$ cat src/dpsc_map.vh
// dpsc_map.vh - constants of the digital potentiometer serial control block
// assumes inclusion by bare name from the design files of this block
`ifndef DPSC_MAP_VH
`define DPSC_MAP_VH

// ************************************************************
// clock and pulse timing
// ************************************************************
`define DPSC_CLK_MHZ        40
`define DPSC_PULSE_MIN_NS   150
// least time rounds up to whole cycles
`define DPSC_PULSE_CYC      ((`DPSC_PULSE_MIN_NS * `DPSC_CLK_MHZ + 999) / 1000)
`define DPSC_PCNT_W         3

// ************************************************************
// frame layout: command byte then data byte, msb first
// ************************************************************
`define DPSC_FRAME_BITS     16
`define DPSC_BCNT_W         4
`define DPSC_CMD_HI         13
`define DPSC_CMD_LO         12
`define DPSC_SEL1_BIT       9
`define DPSC_SEL0_BIT       8
`define DPSC_DATA_HI        7

// ************************************************************
// command codes
// ************************************************************
`define DPSC_CMD_WRITE      2'h1
`define DPSC_CMD_POT_SHUTDOWN_N       2'h2

// ************************************************************
// reset values
// ************************************************************
`define DPSC_MIDSCALE       8'h80
`define DPSC_SHIFT_RST      16'h0000

`endif

$ cat src/dpsc_top.v
// dpsc_top.v - serial control port of a dual digital potentiometer
// assumes all pins are asynchronous to clk and sck runs well below clk / 4
//
// Behaviour
// sample serial input on each rising serial clock edge while select is low
// command and data bytes share one shift register
// serial output updates on each falling serial clock edge with shifted-out bit
// serial output is push-pull, never floats, and is low while select is high
// the loaded command is executed only when select returns high
// with select high, clock and data toggling change no state
// reset pin low at least 150 ns sets all wipers to 80h
// controller lowers reset or shutdown pins only while select is high
// reset pulse is honoured even while the shutdown pin is low
// shutdown pin low puts every pot in power-saving state
// reset or shutdown low pulse of 150 ns exits software shutdown
// wipers load mid-scale 80h at power-up
// shutdown leaves wiper data intact; writes in shutdown take effect after
// each pot holds an 8-bit wiper code, 00h at terminal b
`timescale 1ns/100ps
`include "dpsc_map.vh"
module dpsc_top (
    input  wire       clk,
    input  wire       reset_n,
    input  wire       cs_n,
    input  wire       sck,
    input  wire       si,
    input  wire       wiper_reset_n,
    input  wire       pot_shutdown_n,
    output reg        so_reg,
    output reg  [7:0] wiper0_reg,
    output reg  [7:0] wiper1_reg,
    output reg  [1:0] pot_pot_shutdown_n_reg
);
    // the header figure is an integer; cut it to the counter width on purpose
    localparam [31:0]             PULSE_CYC_FULL = `DPSC_PULSE_CYC;
    localparam [`DPSC_PCNT_W-1:0] PULSE_CYC      = PULSE_CYC_FULL[`DPSC_PCNT_W-1:0];

    // ************************************************************
    // reset release
    // ************************************************************
    reg rst_meta_reg;
    reg rst_reg;

    always @(posedge clk or negedge reset_n) begin
        if (!reset_n) begin
            rst_meta_reg <= 1'b0;
            rst_reg      <= 1'b0;
        end else begin
            rst_meta_reg <= 1'b1;
            rst_reg      <= rst_meta_reg;
        end
    end

    // ************************************************************
    // pin synchronisers
    // ************************************************************
    wire [4:0] pins_s;
    wire       cs_n_s;
    wire       sck_s;
    wire       si_s;
    wire       wrst_n_s;
    wire       pot_shutdown_n_n_s;

    // start at the idle pin levels so no false edge or pin pulse follows reset
    dpsc_sync #(
        .WIDTH (5),
        .INIT  (5'h13)
    ) u_sync (
        .clk   (clk),
        .rst_n (rst_reg),
        .d     ({cs_n, sck, si, wiper_reset_n, pot_shutdown_n}),
        .q     (pins_s)
    );

    assign cs_n_s   = pins_s[4];
    assign sck_s    = pins_s[3];
    assign si_s     = pins_s[2];
    assign wrst_n_s = pins_s[1];
    assign pot_shutdown_n_n_s = pins_s[0];

    // ************************************************************
    // edge detection
    // ************************************************************
    reg  sck_prev_reg;
    reg  cs_prev_reg;
    wire sck_rise;
    wire sck_fall;
    wire cs_rise;
    wire cs_fall;

    always @(posedge clk or negedge rst_reg) begin
        if (!rst_reg) begin
            sck_prev_reg <= 1'b0;
            cs_prev_reg  <= 1'b1;
        end else begin
            sck_prev_reg <= sck_s;
            cs_prev_reg  <= cs_n_s;
        end
    end

    // edges only count while selected; toggling with select high is dropped
    assign sck_rise = !cs_n_s && sck_s && !sck_prev_reg;
    assign sck_fall = !cs_n_s && !sck_s && sck_prev_reg;
    assign cs_rise  = cs_n_s && !cs_prev_reg;
    assign cs_fall  = !cs_n_s && cs_prev_reg;

    // ************************************************************
    // shift register and bit count
    // ************************************************************
    reg [`DPSC_FRAME_BITS-1:0] shift_reg;
    reg [`DPSC_BCNT_W-1:0]     bcnt_reg;
    reg                        frame_reg;
    reg                        out_bit_reg;

    always @(posedge clk or negedge rst_reg) begin
        if (!rst_reg) begin
            shift_reg   <= `DPSC_SHIFT_RST;
            bcnt_reg    <= {`DPSC_BCNT_W{1'b0}};
            frame_reg   <= 1'b0;
            out_bit_reg <= 1'b0;
        end else if (cs_fall) begin
            bcnt_reg  <= {`DPSC_BCNT_W{1'b0}};
            frame_reg <= 1'b0;
        end else if (sck_rise) begin
            // msb leaves for the next device in the chain as si enters
            out_bit_reg <= shift_reg[`DPSC_FRAME_BITS-1];
            shift_reg   <= {shift_reg[`DPSC_FRAME_BITS-2:0], si_s};
            bcnt_reg    <= bcnt_reg + 4'h1;
            if (bcnt_reg == 4'hf) begin
                frame_reg <= 1'b1;
            end
        end
    end

    // ************************************************************
    // serial output
    // ************************************************************
    // so is a plain output; it never floats
    always @(posedge clk or negedge rst_reg) begin
        if (!rst_reg) begin
            so_reg <= 1'b0;
        end else if (cs_n_s) begin
            so_reg <= 1'b0;
        end else if (sck_fall) begin
            so_reg <= out_bit_reg;
        end
    end

    // ************************************************************
    // hardware pin pulse width qualification
    // ************************************************************
    // a low shorter than the minimum raises neither pulse; the pots still follow the shutdown pin directly
    reg [`DPSC_PCNT_W-1:0] rcnt_reg;
    reg [`DPSC_PCNT_W-1:0] scnt_reg;
    wire                   rst_pulse;
    wire                   pot_shutdown_n_pulse;

    always @(posedge clk or negedge rst_reg) begin
        if (!rst_reg) begin
            rcnt_reg <= {`DPSC_PCNT_W{1'b0}};
            scnt_reg <= {`DPSC_PCNT_W{1'b0}};
        end else begin
            if (wrst_n_s) begin
                rcnt_reg <= {`DPSC_PCNT_W{1'b0}};
            end else if (rcnt_reg != PULSE_CYC) begin
                rcnt_reg <= rcnt_reg + 3'h1;
            end
            if (pot_shutdown_n_n_s) begin
                scnt_reg <= {`DPSC_PCNT_W{1'b0}};
            end else if (scnt_reg != PULSE_CYC) begin
                scnt_reg <= scnt_reg + 3'h1;
            end
        end
    end

    // held low for the full minimum time
    assign rst_pulse  = (rcnt_reg == PULSE_CYC);
    assign pot_shutdown_n_pulse = (scnt_reg == PULSE_CYC);

    // ************************************************************
    // command decode, executed on select rising
    // ************************************************************
    wire       exec;
    wire [1:0] cmd;
    wire       sel0;
    wire       sel1;
    wire [7:0] data;

    // daisy chains deliver whole multiples of a frame; the last one is ours
    assign exec = cs_rise && frame_reg && (bcnt_reg == 4'h0);
    assign cmd  = shift_reg[`DPSC_CMD_HI:`DPSC_CMD_LO];
    assign sel0 = shift_reg[`DPSC_SEL0_BIT];
    assign sel1 = shift_reg[`DPSC_SEL1_BIT];
    assign data = shift_reg[`DPSC_DATA_HI:0];

    // ************************************************************
    // wiper data registers
    // ************************************************************
    // the reset pin wins over a frame ending in the same cycle; the
    // controller keeps the pin high while selected, so no frame is lost
    always @(posedge clk or negedge rst_reg) begin
        if (!rst_reg) begin
            wiper0_reg <= `DPSC_MIDSCALE;
            wiper1_reg <= `DPSC_MIDSCALE;
        end else if (rst_pulse) begin
            // not gated by shutdown
            wiper0_reg <= `DPSC_MIDSCALE;
            wiper1_reg <= `DPSC_MIDSCALE;
        end else if (exec && (cmd == `DPSC_CMD_WRITE)) begin
            // writes go through in shutdown too
            if (sel0) begin
                wiper0_reg <= data;
            end
            if (sel1) begin
                wiper1_reg <= data;
            end
        end
    end

    // ************************************************************
    // software and hardware shutdown
    // ************************************************************
    reg  [1:0] sw_pot_shutdown_n_reg;
    wire [1:0] sel_mask;

    assign sel_mask = {sel1, sel0};

    always @(posedge clk or negedge rst_reg) begin
        if (!rst_reg) begin
            sw_pot_shutdown_n_reg <= 2'h0;
        end else if (rst_pulse || pot_shutdown_n_pulse) begin
            sw_pot_shutdown_n_reg <= 2'h0;
        end else if (exec && (cmd == `DPSC_CMD_POT_SHUTDOWN_N)) begin
            sw_pot_shutdown_n_reg <= sw_pot_shutdown_n_reg | sel_mask;
        end else if (exec && (cmd == `DPSC_CMD_WRITE)) begin
            // a write brings the selected pots back to their new code
            sw_pot_shutdown_n_reg <= sw_pot_shutdown_n_reg & ~sel_mask;
        end
    end

    // shutdown state never touches the wiper codes
    always @(posedge clk or negedge rst_reg) begin
        if (!rst_reg) begin
            pot_pot_shutdown_n_reg <= 2'h0;
        end else begin
            pot_pot_shutdown_n_reg <= sw_pot_shutdown_n_reg | {2{!pot_shutdown_n_n_s}};
        end
    end
endmodule // dpsc_top

$ cat src/dpsc_sync.v
// dpsc_sync.v - two flip-flop synchroniser for a group of pin levels
// assumes the levels are asynchronous to clk; output is safe for logic
`timescale 1ns/100ps
module dpsc_sync #(
    parameter WIDTH = 1,
    parameter [WIDTH-1:0] INIT = {WIDTH{1'b0}}
) (
    input  wire             clk,
    input  wire             rst_n,
    input  wire [WIDTH-1:0] d,
    output wire [WIDTH-1:0] q
);
    reg [WIDTH-1:0] meta_reg;
    reg [WIDTH-1:0] sync_reg;

    // first stage is read by the second stage only
    always @(posedge clk or negedge rst_n) begin
        if (!rst_n) begin
            meta_reg <= INIT;
            sync_reg <= INIT;
        end else begin
            meta_reg <= d;
            sync_reg <= meta_reg;
        end
    end

    assign q = sync_reg;
endmodule // dpsc_sync

$ cat config.mk
export PLATFORM = sky130hd
export DESIGN_NAME = dpsc_top
export DESIGN_NICKNAME = d
export VERILOG_FILES = /design/src/dpsc_top.v /design/src/dpsc_sync.v
export VERILOG_INCLUDE_DIRS = /design/src
export SDC_FILE = /design/constraint.sdc
export NUM_CORES = 1
export LEC_CHECK = 0
export ABC_CLOCK_PERIOD_IN_PS = 2700
export BUFFER_PORTS_ARGS = -buffer_cell sky130_fd_sc_hd__buf_2
export CAP_MARGIN = 30
export CORE_MARGIN = 4
export CORE_UTILIZATION = 57
export DETAILED_ROUTE_END_ITERATION = 7
export GPL_ROUTABILITY_DRIVEN = 1
export PLACE_DENSITY = 0.78
export SLEW_MARGIN = 15
export SYNTH_ARGS = -nofsm -noshare
export SYNTH_HDL_FRONTEND = slang
export SYNTH_SLANG_ARGS = --single-unit
export TNS_END_PERCENT = 20
$ cat constraint.sdc
create_clock -name clk -period 2.7 [get_ports clk]
set_clock_uncertainty 0.2 [all_clocks]
set_input_delay 0.27 -clock clk [delete_from_list [all_inputs] [get_ports clk]]
set_output_delay 0.27 -clock clk [all_outputs]
set_load 0.01 [all_outputs]
==> metrics.md <==
| Metric | Value |
|---|---|
| Outcome | `finished, final reports clean` |
| Ant. Diodes | `0` |
| Die area | `between 5000 and 6000 um^2` |
| Largest net degree at the start of global routing | `30` |
| Root Driver | `clkbuf_8` |
| P&R area growth vs syn | `14.42%` |
| Sum Neg Setup Slack | `0 ns` |
| Startpoint types | `flip-flop` |
| Final Critical Period | `roughly 2.1 ns` |
| Crit path launch | `shift_reg[12]` |
| Initial antenna violation count | `0` |
| Register Area | `1589 um^2` |
| Worst-margin pin slew | `between 0.8 and 0.9 ns` |
| R2R Path End | `wiper1_reg[3]` |
| Clk sinks | `63` |
| Routed vias | `between 1500 and 2000` |
| Clock Path Buffers | `2` |
| Multi-input logic area | `1023 um^2` |
| Reg2Reg Setup Slack | `0.59 ns` |
| Clk_lat worst skew | `0.33 ns` |
| Initial DRT Pass Iterations | `4` |
| Post-DP HPWL | `around 3200 um` |
| CTS-repair resized insts | `0` |
| Fin cells | `300` |
| Main area contributors after synthesis | `dfrtp_1, dfstp_2, mux2_2, o31ai_2, nand4_1` |
| Fillers | `about 310` |
| Sequential share of the synthesized area | `58.08%` |
| Pleak | `1.448 nW` |
| Fraction of layout cells with a size suffix above 1 | `roughly 36%` |
| CP max-delay cell | `dfrtp_1` |
| Initial core utilization | `about three fifths` |
| Hold-fix buffers at CTS | `6` |
| Total track usage | `about 18%` |
| Async S/R FF share, synth | `100.0%` |
| Cells after Synth | `~210` |
| RR Startpoint | `shift_reg[12]` |
| Top-area cell type share of the netlist area | `between 40% and 50%` |
| Synthesized area per cell | `roughly 13 um^2` |
| Max Fclk | `between 0.4 and 0.5 GHz` |
| Rel. slew slack | `between 40% and 50%` |
| DRT iter0 DRCs | `approximately 130` |
| Top cells by count, synth | `dfrtp_1, mux2_2, a21oi_1` |
| Buffers on Ports | `25` |
| Die height | `~77 um` |
| CTS tree | `yes` |
| Setup violations, final | `0` |
| Core Rows | `24` |
| Die X-Extent | `77.26 um` |
| PD cells | `between 600 and 700 nW/um^2` |
| Post-synth EDFFs | `0` |
| Peak VDD IR | `between 400 and 500 uV` |
| Total power | `between 2 and 2.5 mW` |
| Worst endpoint required time | `around 2.7 ns` |
| Final setup margin | `slightly below 0.6 ns` |
| Family with the most delay on the worst path | `flip-flops` |
| Synth Register Bits | `63` |
| Worst Path Buf+Inv | `1` |
| Post-CTS Setup Inserts | `0` |
| CTS buffer count | `9` |
| Vias in the first global route | `around 1800` |
| GPL Wtd Cong | `0.7627` |
| RSZ-0062 raised after global routing | `false` |
| Final hold violations | `0` |
| First-pass GRT wire length | `around 8600 um` |
| Core outline area | `about 4500 um^2` |
| Reg2reg path depth | `3` |
| Yosys Warn Count | `0` |
| Max Cap Viol | `0` |
| Main flop type after synthesis | `dfrtp_1` |
| Placed cells | `between 200 and 300` |
| Crit. End Element | `flip-flop` |
| Wirelength per Cell | `16.47 um` |
| Mapped cell area | `2734 um^2` |
| Grt total ovfl | `0` |
| Pre-CTS setup slack | `0.6217 ns` |
| Crit path DAT | `2.09 ns` |
| Number of flip-flops in the largest register | `16` |
| Crit path kind | `flip-flop to flip-flop` |
| Slew Limit Fails | `0` |
| Worst-path cell chain | `inv_1 -> o31ai_1 -> a21oi_1` |
| H-tree depth | `3` |
| Antenna Nets Post-Route | `0` |
| Drt drc | `0` |
| Reg clk slew, reported paths | `~0.07 ns` |
| # IOs | `26` |
| Max incr delay on CP | `between 0.7 and 0.8 ns` |
| Count leader, synth | `dfrtp_1` |
| Synth area leader | `dfrtp_1` |
| Period utilization | `between 70% and 80%` |
| Nets | `between 200 and 300` |
| Worst Hold Class | `input pin to async pin` |
| Worst Path Max Fanout | `20` |
| Syn nets | `between 200 and 250` |
| Synth unique cells | `42` |
| Wirelength, routed | `around 4900 um` |
| Mean number of vias per cell | `5.980` |
==> per-stage QoR <==
stage                     area (um^2)  hold slack (ns)  util, %
after floorplan                  2734          -0.2256        -
after global placement           2859          -0.1444    63.47
after detailed placement         2859          -0.1447    63.47
after CTS                        3128          0.03506    69.44
after global routing             3128          0.05189    69.44
final                            3128          0.04981    69.44
==> per-layer routing <==
metal  global-route usage, %  part of all wire, %  vias up
met4                   10.14                  1.7        0
met3                   3.630                  3.4        6
met5                       0                    0        -
li1                        -                    -      839
met2                   27.89                   48       39
met1                   24.48                   47      910
==> final cells by class <==
type | count | area share (%)
clock buffer | 13 | 5.400
clock inverter | 3 | 1.280
inverter | 7 | 0.8400
multi-input combinational | 127 | 32.72
sequential | 63 | 50.80
tap | 52 | 2.080
timing repair buffer | 35 | 6.880
==> worst max-delay path by stage <==
stage               slack, ns            end  cells past startpoint
finish                   0.59  wiper1_reg[3]                      3
global route             0.45  wiper1_reg[3]                      3
floorplan                0.63    bcnt_reg[0]                      0
global placement         0.70  wiper1_reg[0]                      3
detailed placement       0.62  wiper1_reg[1]                      3
CTS                      0.63  wiper0_reg[1]                      3
==> layout by cell type (no fill, tap or decap), types with 3 or more instances in the layout <==
cell and instances:
dlygate4sd3_1 6, nand2_1 6, dfrtp_1 53, mux2_2 18, dfstp_2 9, o31ai_2 10, buf_4 4, a31oi_1 3
nor2_1 10, a21oi_1 17, ha_1 6, clkbuf_8 12, o31ai_1 5, nor3_1 3, nand2b_1 4, nand4_1 16
inv_1 7, buf_2 25
==> worst reg2reg max path, cell delays in order (launching register included) <==
cell and delay (ns):
dfrtp_1 0.71, inv_1 0.56, o31ai_1 0.39, a21oi_1 0.10
==> power by group <==
group | internal, mW | switching (mW) | leakage (nW)
Sequential | 1.02 | 0.0705 | 0.815
Clock | 0.499 | 0.339 | 0.109
Combinational | 0.0711 | 0.0599 | 0.524
==> logic make-up (layout without fill, tap and decap cells) <==
kind of cell / Yosys count / in the layout / synth area share, %
flip-flops: 63 / 63 / 58.08
AND/OR/NAND/NOR: 53 / 53 / 12.81
AO/OA/AOI/OAI: 45 / 45 / 12.95
buffers and inverters: 22 / 58 / 4.485
multiplexers: 20 / 20 / 8.146
adder cells (fa/ha/maj): 6 / 6 / 2.746
XOR/XNOR: 2 / 2 / 0.6408
other: 1 / 1 / 0.1372
(Power assumes the default switching activity.)
